`src/mmbw_defines.vh`:
```
// Purpose: constants for the memory map and write-protect block
// Assumes: 16-bit cpu address, 8-bit data
// Notes: offsets are cpu byte addresses
`ifndef MMBW_DEFINES_VH
`define MMBW_DEFINES_VH
`define MMBW_RAM_ALIAS_LO 16'h0000
`define MMBW_RAM_ALIAS_HI 16'h007F
`define MMBW_RAM_BASE 16'h0100
`define MMBW_RAM_TOP 16'h01FF
`define MMBW_SFR_LO 16'h00C0
`define MMBW_SFR_HI 16'h00FF
`define MMBW_BANK_LO 16'h4000
`define MMBW_BANK_HI 16'h7FFF
`define MMBW_FIXED_LO 16'h8000
`define MMBW_OFF_CLKMGR 16'h00C0
`define MMBW_OFF_SYSCLR 16'h00C1
`define MMBW_OFF_BANK 16'h00F2
`define MMBW_OFF_KEY 16'h00F3
`define MMBW_UNLOCK_PATTERN 8'h58
`define MMBW_BANK_RESET 1'h0
`define MMBW_CLKMGR_RESET 8'h00
`define MMBW_WDT_CLR_BIT 6
`define MMBW_REG_RESET_DATA 8'h00
`define MMBW_SEL_NONE 3'h0
`define MMBW_SEL_RAM 3'h1
`define MMBW_SEL_SFR 3'h2
`define MMBW_SEL_BANK 3'h3
`define MMBW_SEL_FIXED 3'h4
`endif

```
`src/mmbw_memory_map_bank_write_protect.v`:
```
// Purpose: cpu address decode, rom bank select, write-protect key and program counter
// Assumes: cpu issues one access per cycle with memRd/memWr strobes
// Notes: decode outputs are registered, so they follow the access by one cycle
//
// Contract
// 0000H-007FH aliases the 0100H RAM range
// 00C0H-00FFH goes to special register space
// 8000H-FFFFH maps fixed ROM, bank independent
// 64K ROM: 32K fixed plus banked
// 4000H-7FFFH selects one of two banks
// bank select resets to zero
// bank register 00F2H read/write, bit 0
// key 00F3H write-only; 58H unlocks
// key guards watchdog clear and clock manager
// key clears after the next write
// software uses byte writes on key only
// program counter drives address high/low bytes
// program counter increments per program fetch
// firmware initialises stack pointer itself
// software writes key then protected register
// unkeyed protected writes are ignored
`timescale 1ns/1ps
`include "mmbw_defines.vh"
module mmbw_memory_map_bank_write_protect #(
  parameter ROM_ADDR_W = 16
) (
  input wire core_clk,
  input wire sys_rst,
  input wire [15:0] cpuAddr,
  input wire [7:0] cpuWrData,
  input wire memRd,
  input wire memWr,
  input wire pcFetch,
  input wire pcLoad,
  input wire [15:0] pcLoadValue,
  output reg [15:0] fetchAddr,
  output reg [2:0] regionSel,
  output reg [8:0] ramIndex,
  output reg [ROM_ADDR_W-1:0] romAddr,
  output reg [5:0] sfrIndex,
  output reg [7:0] sfrRdData,
  output reg sfrRdOwn,
  output reg [7:0] mainClockManagerReg,
  output reg watchdogClearPulse,
  output reg bankSelectBit
);

  // ------------------------------------------------------------
  // address decode
  // ------------------------------------------------------------
  reg [2:0] sel_nxt;
  reg [8:0] ram_nxt;
  reg [ROM_ADDR_W-1:0] rom_nxt;
  always @* begin
    sel_nxt = `MMBW_SEL_NONE;
    ram_nxt = 9'h000;
    rom_nxt = {ROM_ADDR_W{1'b0}};
    if (cpuAddr >= `MMBW_FIXED_LO) begin
      sel_nxt = `MMBW_SEL_FIXED;
      rom_nxt = {1'b0, cpuAddr[14:0]};
    end else if (cpuAddr >= `MMBW_BANK_LO && cpuAddr <= `MMBW_BANK_HI) begin
      sel_nxt = `MMBW_SEL_BANK;
      // banks sit above the 32K fixed region in the 64K rom
      rom_nxt = {1'b1, bankSelectBit, cpuAddr[13:0]}; // see
    end else if (cpuAddr >= `MMBW_SFR_LO && cpuAddr <= `MMBW_SFR_HI) begin
      sel_nxt = `MMBW_SEL_SFR;
    end else if (cpuAddr <= `MMBW_RAM_ALIAS_HI) begin
      sel_nxt = `MMBW_SEL_RAM;
      ram_nxt = {1'b1, cpuAddr[7:0]};
    end else if (cpuAddr >= `MMBW_RAM_BASE && cpuAddr <= `MMBW_RAM_TOP) begin
      sel_nxt = `MMBW_SEL_RAM;
      ram_nxt = cpuAddr[8:0];
    end
  end

  // ------------------------------------------------------------
  // registers
  // ------------------------------------------------------------
  wire hitKey;
  wire hitBank;
  wire hitClk;
  wire hitSys;
  wire wrKey;
  wire wrBank;
  wire wrClk;
  wire wrSys;
  wire rdBank;
  wire rdKey;
  wire keyMatch;

  assign hitKey = (cpuAddr == `MMBW_OFF_KEY);
  assign hitBank = (cpuAddr == `MMBW_OFF_BANK);
  assign hitClk = (cpuAddr == `MMBW_OFF_CLKMGR);
  assign hitSys = (cpuAddr == `MMBW_OFF_SYSCLR);
  assign wrKey = memWr && hitKey;
  assign wrBank = memWr && hitBank;
  assign wrClk = memWr && hitClk;
  assign wrSys = memWr && hitSys;
  assign rdBank = memRd && hitBank;
  assign rdKey = memRd && hitKey;
  // key compares a whole byte; a stray bit op can only fail to unlock
  assign keyMatch = (cpuWrData == `MMBW_UNLOCK_PATTERN); // see

  // ------------------------------------------------------------
  // decode outputs
  // ------------------------------------------------------------
  // registered so the downstream memories see a clean select
  always @(posedge core_clk) begin
    if (sys_rst) begin
      regionSel <= `MMBW_SEL_NONE;
      ramIndex <= 9'h000;
      romAddr <= {ROM_ADDR_W{1'b0}};
      sfrIndex <= 6'h00;
    end else begin
      regionSel <= sel_nxt;
      ramIndex <= ram_nxt;
      romAddr <= rom_nxt;
      sfrIndex <= cpuAddr[5:0];
    end
  end

  // ------------------------------------------------------------
  // bank select
  // ------------------------------------------------------------
  always @(posedge core_clk) begin
    if (sys_rst) begin
      bankSelectBit <= `MMBW_BANK_RESET;
    end else begin
      if (wrBank) begin
        bankSelectBit <= cpuWrData[0];
      end
    end
  end

  // ------------------------------------------------------------
  // write-protect key
  // ------------------------------------------------------------
  reg keyOk_r;
  reg keyOk_nxt;

  // any write that is not the key itself spends the unlock
  always @* begin
    keyOk_nxt = keyOk_r;
    if (wrKey) begin
      keyOk_nxt = keyMatch;
    end else if (memWr) begin
      keyOk_nxt = 1'b0;
    end
  end

  always @(posedge core_clk) begin
    if (sys_rst) begin
      keyOk_r <= 1'b0;
    end else begin
      keyOk_r <= keyOk_nxt;
    end
  end

  // ------------------------------------------------------------
  // protected registers
  // ------------------------------------------------------------
  wire clkWrOk;
  wire wdtFire;

  assign clkWrOk = wrClk && keyOk_r; // see
  assign wdtFire = wrSys && keyOk_r && cpuWrData[`MMBW_WDT_CLR_BIT]; // see

  always @(posedge core_clk) begin
    if (sys_rst) begin
      mainClockManagerReg <= `MMBW_CLKMGR_RESET;
    end else begin
      if (clkWrOk) begin
        mainClockManagerReg <= cpuWrData;
      end
    end
  end

  // pulse lasts one cycle; the watchdog itself lives outside
  always @(posedge core_clk) begin
    if (sys_rst) begin
      watchdogClearPulse <= 1'b0;
    end else begin
      watchdogClearPulse <= wdtFire;
    end
  end

  // ------------------------------------------------------------
  // read-back
  // ------------------------------------------------------------
  wire [7:0] bankWord;
  wire [7:0] rdData_nxt;

  // reserved bank bits read as zero
  assign bankWord = {7'h00, bankSelectBit};

  genvar gi;
  generate
    for (gi = 0; gi < 8; gi = gi + 1) begin : gen_rd_bit
      assign rdData_nxt[gi] = rdBank & bankWord[gi];
    end
  endgenerate

  // key register is write-only and reads as zero
  always @(posedge core_clk) begin
    if (sys_rst) begin
      sfrRdData <= `MMBW_REG_RESET_DATA;
      sfrRdOwn <= 1'b0;
    end else begin
      sfrRdData <= rdData_nxt;
      sfrRdOwn <= rdBank || rdKey;
    end
  end

  // ------------------------------------------------------------
  // program counter
  // ------------------------------------------------------------
  reg [15:0] pc_r;
  reg [15:0] pc_nxt;

  // a load wins over a fetch in the same cycle
  always @* begin
    pc_nxt = pc_r;
    if (pcLoad) begin
      pc_nxt = pcLoadValue;
    end else if (pcFetch) begin
      pc_nxt = pc_r + 16'h0001;
    end
  end

  always @(posedge core_clk) begin
    if (sys_rst) begin
      pc_r <= 16'h0000;
      fetchAddr <= 16'h0000;
    end else begin
      pc_r <= pc_nxt;
      fetchAddr <= pc_nxt;
    end
  end
  // fetchAddr carries program_counter_high on [15:8], low on [7:0]; see

endmodule // mmbw_memory_map_bank_write_protect

```
`config.mk`:
```
export PLATFORM = sky130hd
export DESIGN_NAME = mmbw_memory_map_bank_write_protect
export DESIGN_NICKNAME = d
export VERILOG_FILES = /design/src/mmbw_memory_map_bank_write_protect.v
export VERILOG_INCLUDE_DIRS = /design/src
export SDC_FILE = /design/constraint.sdc
export NUM_CORES = 1
export LEC_CHECK = 0
export ABC_AREA = 0
export ABC_CLOCK_PERIOD_IN_PS = 1660
export CAP_MARGIN = 10
export CORE_ASPECT_RATIO = 1.5
export CORE_MARGIN = 4
export CORE_UTILIZATION = 55
export DETAILED_ROUTE_END_ITERATION = 8
export DONT_BUFFER_PORTS = 1
export PLACE_DENSITY = 0.73
export SLEW_MARGIN = 20
export SYNTH_ARGS = -nofsm -noshare
export SYNTH_HDL_FRONTEND = slang
export SYNTH_SLANG_ARGS = --single-unit
```
`constraint.sdc`:
```
create_clock -name core_clk -period 1.66 [get_ports core_clk]
set_input_delay 0.166 -clock core_clk [delete_from_list [all_inputs] [get_ports core_clk]]
set_output_delay 0.166 -clock core_clk [all_outputs]
set_load 0.02 [all_outputs]
```
=== Yosys cells after proc, flatten, opt, wreduce, memory -nomap -nowiden ===
Cells that the tools add are included.

* Add/subtract/negate cells: 1
* Order comparisons: 8
* Equality and inequality tests: 5
* Muxes and demuxes: 13
* Bitwise logic cells: 1
* Reduce and logical (&&, ||, !) cells: 17

{| class="wikitable"
|+ Operators by type and width
! kind !! count
|-
| $eq 16x8->1 const B || 4
|-
| $mux 16 || 3
|-
| $mux 9 || 2
|-
| $add 16x1->16 const B || 1
|-
| $ge 16x15->1 const B || 1
|-
| $ge 16x16->1 const B || 1
|-
| $ge 16x8->1 const B || 1
|-
| $ge 16x9->1 const B || 1
|-
| $le 16x15->1 const B || 1
|-
| $le 16x7->1 const B || 1
|-
| $le 16x8->1 const B || 1
|-
| $le 16x9->1 const B || 1
|-
| $mux 15 || 1
|-
| $logic_and 1x1->1 || 12
|-
| $eq 8x7->1 const B || 1
|-
| $mux 1 || 4
|-
| $mux 2 || 2
|-
| $reduce_bool 2->1 || 2
|-
| $reduce_or 4->1 || 1
|-
| $mux 3 || 1
|-
| $reduce_or 2->1 || 1
|-
| $and 1x1->1 || 1
|-
| $logic_or 1x1->1 || 1
|}

* Bits in registers: 70
* Input bits: 46
* Output and inout port bits: 69
* Logic and storage cells: 59

=== Logic depth before layout (Yosys ltp) ===
Gate-level depths: netlist of run 1.

* Word-level depth: 7
* Depth in mapped cells: 5
* Depth with buffers taken out: 5

=== Worst setup path after synthesis of run 1 ===
No wires, ideal clock.

* Path kind: reg-to-reg
* Start point: register pc_r[3]
* End point: register pc_r[15]
* Library setup time: 0.091 ns
* Arrival time: 1.801 ns
* Required time: 1.569 ns
* Setup slack: -0.232 ns
* Stages on the path, launching flop included: 5
* Path buffers: 0
* Period minus slack after synthesis: 1.892 ns
* Path through: dfxtp_1 -> nand4_4 -> or3_4 -> or4_1 -> a311oi_1

* Word-level cells in the longest chain between the ends: 3

{| class="wikitable"
|+ RTL lines
! what !! line !! RTL
|-
| from (decl) || mmbw_memory_map_bank_write_protect.v:217 || <nowiki>reg [15:0] pc_r;</nowiki>
|-
| from (signal assigned) || mmbw_memory_map_bank_write_protect.v:235 || <nowiki>pc_r <= pc_nxt;</nowiki>
|-
| $add 16x1->16 || mmbw_memory_map_bank_write_protect.v:226 || <nowiki>pc_nxt = pc_r + 16'h0001;</nowiki>
|-
| $mux 16 || mmbw_memory_map_bank_write_protect.v:225 || <nowiki>end else if (pcFetch) begin</nowiki>
|-
| $mux 16 || mmbw_memory_map_bank_write_protect.v:223 || <nowiki>if (pcLoad) begin</nowiki>
|}

Every way passes these cells. The select of a mux whose other input is x is not followed.
A chain may end at the register's enable or synchronous reset.

=== Worst setup path in the final report of run 1 ===
* Start point: register pc_r[5]
* End point: register pc_r[15]

The elaborated chain is that of the path after synthesis.

==> qor.yml, run 1 <==
run_status:
  status: "finished with violations"
  violations: "negative hold slack"
cells_and_area:
  diodes: 0
  num-fill-cells: 302
  multi_input_area_sq_mm: 0.00114
  syn_to_final_growth_pct: 30.4
  seqCellArea_sq_mm: 0.00128
  drive_gt1_frac: 0.175
  nNetsFinal: 368
setup_path:
  r2r_start: "pc_r[5]"
  crit_chain: "nand4_4, or3_4, or4_1, a311oi_1"
  rr_endpoint: "pc_r[15]"
  worst_path_max_delay_cell: "or3_4"
  cp-endpoint: "pc_r[15]"
  worstPathArrival_ns: 1.85
  crit_type: "reg2reg"
  startpoint_type: "flop"
  startpoint: "pc_r[5]"
  max_stage_delay_ns: 0.40
  crit_family: "simple AND/OR/NAND/NOR gates"
  reg2reg_setup_slack_ns: 0.07
  critPathRequiredTime_ns: 1.91
  cp-end-kind: "flop"
  critPathBufInv: 0
  path_depth: 4
  critical_path.max_fanout: 4
  r2r_cells: 4
min_path:
  hold_start: "pcLoadValue[1]"
  hp-class: "in2reg"
pwr:
  p_leak_nw: 1.26
  pwr-share-comb: 0.092
  pwr-share-seq: 0.474
  intPower_w: 0.00261
  power_density_mw_per_mm2: 1070
  switching_power_w: 0.000863
  pwr-share-clk: 0.435
  peakVddDrop_v: 0.000635
  swShare: 0.248
synth:
  synthTopCellsByArea: "dfxtp_1, and2_1, a21oi_1, nand4_1, xnor2_1"
  synth_cells: 267
  synth_seq_cells: 63
  synth_edf_count: 0
  synth_area_sq_mm: 0.00250
  yosysTopAreaCell: "dfxtp_1"
  yosysTopAreaCellShare: 0.505
  synthArstFlopShare: 0
  synth_top_family_by_area: "simple AND/OR/NAND/NOR gates"
  postSynthAreaPerCell_sq_um: 9.35
  synth_ff_type: "dfxtp_1"
  yosys.area_share.simple: 0.292
  yosys_warnings: 0
  synth_cell_types: 43
  synth_compound_area_frac: 0.103
  synth_seq_area_share: 0.505
  synthAdderAreaFrac: 0.00501
  muxShareOfSynthArea: 0.00401
  synth_xor_area_frac: 0.0386
die:
  initial_core_util: 0.578
  pin_count: 115
  fp.dieH_um: 90.5
  fp-row-count: 29
  dieArea_sq_mm: 0.00570
  coreArea_sq_mm: 0.00432
  fp.dieW_um: 63.0
place:
  dp_worst_setup_slack_ns: 0.0755
  dp_hpwl_um: 4500
  io_buffers: 0
  place_congestion: 0.827
timing:
  hold_slack_ns: -0.0192
  fin_skew_ns: 0.00672
  drv_slew: 0
  grt_setup_unrepaired: "true"
  tns_ns: 0
  worstMarginPinSlew_ns: 0.728
  period_share: 0.959
  worst_slack_ns: 0.0673
  setup_viol: 0
  fin_crit_ns: 1.59
  hold_viol: 1
  relSlewSlack: 0.514
  fmax_mhz: 628
routing:
  post_drt_wl_per_cell_um: 18.8
  drtAntennaViolNets: 0
  drt-total-wl_um: 6980
  viasPerCell: 5.85
  drc_errors: 0
  vias: 2175
  drt-initial-drc-count: 83
  first_pass_iters: 4
flow_run:
  cap_viol_max_count: 0
clocking:
  postCtsResizedCells: 0
  cts_tree: "built"
  clk_latency_ns: 0.34
  numCtsBuffers: 9
  path_clk_slew_ns: 0.07
  htreeDepth: 3
  clock_path_buffers: 2
  root_buffer: "clkbuf_8"
  postCtsSetupBuffers: 0
  cts_sinks: 63
global_routing:
  grt_pass1_vias: 2195
  grt_antenna_before_repair: 0
  grt_pass1_wl_um: 10900
  grt_use_total: 0.245
  grt_max_degree: 35
  grt_overflow: 0
[cells in the final DEF, fill, tap and decap left out, types with 5 or more instances in the layout]
master         netlist  layout
a211oi_1             5       5
xnor2_1              8       8
nand2b_1             5       5
nand2_1             13      13
buf_4                8      23
inv_1                7       7
and3_1               5       5
a21oi_1             17      17
nor2b_1              8       8
nor4_1               5       5
dfxtp_1             63      55
conb_1               1       7
nor2_1              18      18
dlygate4sd3_1        0      32
clkbuf_8             0      10
dfxtp_4              0       5
nand4_1             13      13
nor3_1               7       7
o21ai_0             10      10
and2_1              21      21
[registers in the layout, summed over array words and instances, names as in the netlist, 3 cells and up]
name / cells
sfrIndex: 6
ramIndex: 9
mainClockManagerReg: 8
pc_r: 16
romAddr: 16
regionSel: 3
[logic make-up after synthesis]
family,Yosys count
and+or+nand+nor,121
DFF,63
AOI/OAI and AO/OA,43
buffers and inverters,26
xor gates and xnor gates,11
adders and majority gates,1
other,1
muxes,1
[worst register-to-register path: stages, from the launching register on]
cell and delay, ns:
dfxtp_4 0.36, nand4_4 0.09, or3_4 0.40, or4_1 0.40, a311oi_1 0.25
[final cells by class]
class | instances | share of cell area
sequential | 63 | 0.394
inverter | 7 | 0.00807
clock inverter | 6 | 0.0281
timing repair buffer | 56 | 0.158
tap | 46 | 0.0177
clock buffer | 10 | 0.0423
multi-input combinational | 184 | 0.352
[synthesized netlist by cell type (2+ instances only)]
| master | instances |
|---|---|
| a211oi_1 | 5 |
| and3_1 | 5 |
| clkbuf_1 | 10 |
| nand2_1 | 13 |
| nor2b_1 | 8 |
| or4_1 | 3 |
| dfxtp_1 | 63 |
| nor4bb_1 | 2 |
| nor4_1 | 5 |
| nor3_1 | 7 |
| a21oi_1 | 17 |
| buf_4 | 8 |
| nand3_1 | 4 |
| nand4_1 | 13 |
| o21ai_0 | 10 |
| nor3b_1 | 2 |
| o31ai_1 | 2 |
| or3_1 | 3 |
| a311oi_1 | 4 |
| nand2b_1 | 5 |
| nor2_1 | 18 |
| xnor2_1 | 8 |
| inv_1 | 7 |
| nor4b_1 | 2 |
| xor2_1 | 3 |
| o22ai_1 | 3 |
| and2_1 | 21 |
[power groups by stage]
stage / logic (W) / clock network (W) / registers (W)
after floorplan: 0.000152 / 0 / 0.00171
after global placement: 0.000224 / 0 / 0.00168
after detailed placement: 0.000227 / 0 / 0.00168
after CTS: 0.000316 / 0.00151 / 0.00165
after global routing: 0.000346 / 0.00159 / 0.00165
final: 0.000319 / 0.00151 / 0.00165
[through the flow]
step,total power (W),instance area [sq um],utilization,instances
6_report,0.00347,3250,0.754,372
5_1_grt,0.00358,3250,0.754,372
4_1_cts,0.00347,3260,0.756,373
3_5_place_dp,0.00191,2690,0.622,323
3_3_place_gp,0.00190,2690,0.622,323
2_1_floorplan,0.00187,2550,-,273
[per-layer routing]
metal  wire length (um)  vias up  GRT usage
met5                  0        -          0
met1               2360     1007      0.216
met3                641       15     0.0909
met2               3820      114      0.468
met4                162        0      0.125
li1                   -     1039          -
[timing repair]
action,in CTS,in global routing
endpoints found under the setup margin,0,2
hold buffers,34,0
hold endpoints to repair,59,0
[worst min path at each step]
| stage | endpoint | cells after the start |
|---|---|---|
| after floorplan | sfrRdData[0] | 1 |
| after global placement | pc_r[2] | 1 |
| after detailed placement | pc_r[4] | 1 |
| after CTS | romAddr[0] | 2 |
| after global routing | pc_r[1] | 2 |
| final | pc_r[1] | 2 |
Power figures use the tool's default switching activity.
==> run 2, diff against run 1 <==
- CORE_MARGIN: 4 -> 5
- CORE_UTILIZATION: 55 -> 30
- PLACE_DENSITY: 0.73 -> unset
==> qor.yml, run 2 (synthesis results as in run 1) <==
run_status:
  status: "completed"  # was finished with violations
routing:
  first_pass_iters: 4  # unchanged
  vias: 2132  # was 2175
  post_drt_wl_per_cell_um: 17.3  # was 18.8 um
  drt-initial-drc-count: 63  # was 83
  drt-total-wl_um: 7380  # was 6980 um
  drc_errors: 0  # unchanged
  viasPerCell: 5.00  # was 5.85
  drtAntennaViolNets: 0  # unchanged
setup_path:
  critPathRequiredTime_ns: 1.89  # was 1.91 ns
  critPathBufInv: 0  # unchanged
  startpoint_type: "flop"  # unchanged
  worstPathArrival_ns: 1.85  # about the same
  critical_path.max_fanout: 4  # unchanged
  cp-end-kind: "flop"  # unchanged
  crit_chain: "nand4_4, or3_4, or4_4, a311oi_1"  # was nand4_4, or3_4, or4_1, a311oi_1
  crit_family: "simple AND/OR/NAND/NOR gates"  # unchanged
  max_stage_delay_ns: 0.41  # was 0.40 ns
  worst_path_max_delay_cell: "or3_4"  # unchanged
  crit_type: "reg2reg"  # unchanged
timing:
  hold_slack_ns: 0.00799  # was -0.0192 ns
  worstMarginPinSlew_ns: 0.698  # was 0.728 ns
  relSlewSlack: 0.534  # was 0.514
  hold_viol: 0  # was 1
  fin_skew_ns: 0.00501  # was 0.00672 ns
  setup_viol: 0  # unchanged
  fmax_mhz: 615  # was 628 MHz
  fin_crit_ns: 1.63  # was 1.59 ns
  tns_ns: 0  # unchanged
  period_share: 0.979  # was 0.959
  drv_slew: 0  # unchanged
  grt_setup_unrepaired: "true"  # unchanged
clocking:
  htreeDepth: 3  # unchanged
  clk_latency_ns: 0.32  # was 0.34 ns
  clock_path_buffers: 2  # unchanged
  cts_tree: "built"  # unchanged
  cts_sinks: 63  # unchanged
  path_clk_slew_ns: 0.05  # was 0.07 ns
  numCtsBuffers: 9  # unchanged
  root_buffer: "clkbuf_16"  # was clkbuf_8
min_path:
  hp-class: "in2reg"  # unchanged
pwr:
  power_density_mw_per_mm2: 1110  # was 1070 mW/mm^2
  peakVddDrop_v: 0.000693  # was 0.000635 V
  p_leak_nw: 1.27  # was 1.26 nW
  total_power_w: 0.00371  # was 0.00347 W
global_routing:
  grt_overflow: 0  # unchanged
  grt_use_total: 0.145  # was 0.245
  grt_antenna_before_repair: 0  # unchanged
  grt_max_degree: 35  # unchanged
  grt_pass1_vias: 2312  # was 2195
  grt_pass1_wl_um: 11700  # was 10900 um
die:
  coreArea_sq_mm: 0.00806  # was 0.00432 sq mm
  fp-row-count: 40  # was 29
  pin_count: 115  # unchanged
  initial_core_util: 0.310  # was 0.578
  dieArea_sq_mm: 0.0103  # was 0.00570 sq mm
  fp.dieH_um: 122  # was 90.5 um
  fp.dieW_um: 84.5  # was 63.0 um
place:
  place_congestion: 0.824  # was 0.827
  placedCellCount: 381  # was 323
  dp_hpwl_um: 5290  # was 4500 um
  io_buffers: 0  # unchanged
flow_run:
  cap_viol_max_count: 0  # unchanged
cells_and_area:
  nNetsFinal: 364  # was 368
  drive_gt1_frac: 0.181  # was 0.175
  final_common_cell: "dfxtp_1"  # unchanged
  final_cell_mix: "dfxtp_1, dlygate4sd3_1, buf_4"  # unchanged
  diodes: 0  # unchanged
  reg.largest.list: "pc_r (16), romAddr (16), ramIndex (9)"  # unchanged
  syn_to_final_growth_pct: 34.5  # was 30.4%
  stdcell_count: 426  # was 372
## run 2: worst register-to-register path, cell delays in order (launching register included)
cell	delay, ns
dfxtp_4	0.36
nand4_4	0.09
or3_4	0.41
or4_4	0.41
a311oi_1	0.25
## run 2: worst paths after layout
path / cells past startpoint / startpoint / end / slack (ns)
setup / recovery: 4 / pc_r[1] / pc_r[15] / 0.03
hold / removal: 2 / pcLoadValue[5] / pc_r[5] / 0.008
setup reg to reg: 4 / pc_r[1] / pc_r[15] / 0.03
hold reg to reg: 2 / keyOk_r / keyOk_r / 0.48
## run 2: cell type report
cell class / count / area (sq um)
fill: 800 / 4700
sequential: 63 / 1290
multi-input combinational: 184 / 1160
timing repair buffer: 52 / 473
clock buffer: 11 / 254
tap: 105 / 131
clock inverter: 4 / 30.0
inverter: 7 / 26.3
## run 2: where the power goes
part           total (W)  switching, W  internal [W]
Sequential       0.00165     0.0000791       0.00157
Clock            0.00175      0.000658       0.00109
Combinational   0.000310      0.000167      0.000144
Total            0.00371      0.000904       0.00281
## run 2: timing repair
item,CTS,global route
setup endpoints to repair,0,3
hold buffers,29,0
setup buffers,0,1
gates resized for setup,0,4
hold endpoints to repair,59,0
## run 2: metrics by stage
step | cell area (sq um) | util | setup WS (ns)
2_1_floorplan | 2550 | - | -0.00729
3_3_place_gp | 2750 | 0.341 | 0.0459
3_5_place_dp | 2750 | 0.341 | 0.0361
4_1_cts | 3340 | 0.414 | 0.0364
5_1_grt | 3360 | 0.417 | -0.0267
6_report | 3360 | 0.417 | 0.0343
## run 2: routing by layer
metal,up-vias,share of wire,track usage
li1,1033,-,-
met1,1005,0.36,0.142
met2,79,0.54,0.265
met3,15,0.067,0.0365
met4,0,0.035,0.0970
met5,-,0,0
==> run 3, diff against run 2 <==
- CORE_ASPECT_RATIO: 1.5 -> unset
==> qor.yml, run 3 (synthesis results as in run 1) <==
timing:
  fin_skew_ns: 0.0104  # was 0.00501 ns
  hold_slack_ns: 0.0174  # was 0.00799 ns
  period_share: 0.990  # was 0.979
  hold_viol: 0  # unchanged
  fin_crit_ns: 1.64  # was 1.63 ns
  worst_slack_ns: 0.0160  # was 0.0343 ns
  drv_slew: 0  # unchanged
  grt_setup_unrepaired: "true"  # unchanged
  setup_viol: 0  # unchanged
  fmax_mhz: 608  # was 615 MHz
  relSlewSlack: 0.602  # was 0.534
  worstMarginPinSlew_ns: 0.595  # was 0.698 ns
routing:
  drt-initial-drc-count: 88  # was 63
  post_drt_wl_per_cell_um: 17.1  # was 17.3 um
  drt-total-wl_um: 7420  # was 7380 um
  drtAntennaViolNets: 0  # unchanged
  drc_errors: 0  # unchanged
  vias: 2138  # was 2132
  viasPerCell: 4.93  # was 5.00
  first_pass_iters: 4  # unchanged
cells_and_area:
  diodes: 0  # unchanged
  reg.largest.list: "pc_r (16), romAddr (16), ramIndex (9)"  # unchanged
  nNetsFinal: 371  # was 364
  drive_gt1_frac: 0.176  # was 0.181
  final_common_cell: "dfxtp_1"  # unchanged
  syn_to_final_growth_pct: 34.2  # was 34.5%
  num-fill-cells: 830  # was 800
  final_cell_mix: "dfxtp_1, dlygate4sd3_1, buf_4"  # unchanged
global_routing:
  grt_antenna_before_repair: 0  # unchanged
  busiest_layer: "met2"  # unchanged
  grt_use_met1: 0.175  # was 0.142
  grt_overflow: 0  # unchanged
  grt_use_total: 0.149  # was 0.145
  grt_pass1_wl_um: 11800  # was 11700 um
  gr-usage-met2: 0.239  # was 0.265
  grt_max_degree: 35  # unchanged
  grt_pass1_vias: 2282  # was 2312
  met3_usage: 0.0482  # was 0.0365
die:
  initial_core_util: 0.305  # was 0.310
  coreArea_sq_mm: 0.00818  # was 0.00806 sq mm
  fp.dieW_um: 101  # was 84.5 um
  dieArea_sq_mm: 0.0102  # was 0.0103 sq mm
  fp.dieH_um: 101  # was 122 um
  pin_count: 115  # unchanged
  fp-row-count: 33  # was 40
run_status:
  status: "completed"  # unchanged
pwr:
  power_density_mw_per_mm2: 1010  # was 1110 mW/mm^2
  p_leak_nw: 1.27  # about the same
  total_power_w: 0.00338  # was 0.00371 W
  peakVddDrop_v: 0.000367  # was 0.000693 V
place:
  dp_hpwl_um: 5220  # was 5290 um
  place_congestion: 0.785  # was 0.824
  io_buffers: 0  # unchanged
  dp_worst_setup_slack_ns: 0.0436  # was 0.0361 ns
setup_path:
  cp-end-kind: "flop"  # unchanged
  worstPathArrival_ns: 1.88  # was 1.85 ns
  critical_path.max_fanout: 4  # unchanged
  crit_type: "reg2reg"  # unchanged
  reg2reg_setup_slack_ns: 0.02  # was 0.03 ns
  critPathRequiredTime_ns: 1.90  # was 1.89 ns
  startpoint_type: "flop"  # unchanged
clocking:
  clk_latency_ns: 0.33  # was 0.32 ns
  postCtsSetupBuffers: 0  # unchanged
  htreeDepth: 3  # unchanged
  numCtsBuffers: 9  # unchanged
  path_clk_slew_ns: 0.07  # was 0.05 ns
  cts_tree: "built"  # unchanged
  cts_sinks: 63  # unchanged
  root_buffer: "clkbuf_8"  # was clkbuf_16
  clock_path_buffers: 2  # unchanged
min_path:
  hp-class: "in2reg"  # unchanged
flow_run:
  cap_viol_max_count: 0  # unchanged
run 3: worst max-delay path: stages (launching register included):
cell and delay (ns):
dfxtp_4 0.36, nand4_4 0.10, or3_4 0.42, or4_4 0.41, a311oi_1 0.25
run 3: layer usage:
layer,part of all wire,vias to the layer above
met5,0,-
met4,0.027,0
met3,0.079,17
met2,0.48,86
met1,0.41,989
li1,-,1046
run 3: final cells by class:
type                    instances  area (sq um)  share of cell area
clock inverters                 4          50.0              0.0149
clock buffers                  12           166              0.0497
flip-flops and latches         63          1290               0.384
multi-input cells             184          1150               0.343
inverters                       7          26.3             0.00784
repair buffers                 59           541               0.161
well taps                     105           131              0.0392
run 3: repair_timing:
item | 4_1_cts | 5_1_grt
gates resized for setup | 0 | 2
setup endpoints to repair | 0 | 2
hold buffers | 35 | 0
hold endpoints to repair | 58 | 0
run 3: path summary, 6_finish.rpt:
check                       from       end  cells past startpoint
hold reg to reg          keyOk_r   keyOk_r                      2
setup / recovery         pc_r[2]  pc_r[13]                      4
setup reg to reg         pc_r[2]  pc_r[13]                      4
hold / removal    pcLoadValue[3]   pc_r[3]                      2
run 3: through the flow:
step	utilization	cell area (sq um)	std cells	TNS (ns)
final	0.410	3350	434	0
after global routing	0.410	3350	434	-0.0864
after CTS	0.409	3340	434	0
after detailed placement	0.338	2770	383	0
after global placement	0.338	2770	383	0
after floorplan	-	2550	273	-0.00729
run 3: power by group:
| group | switching (W) | internal, W |
|---|---|---|
| Combinational | 0.000172 | 0.000154 |
| Sequential | 0.0000772 | 0.00157 |
| Clock | 0.000581 | 0.000827 |
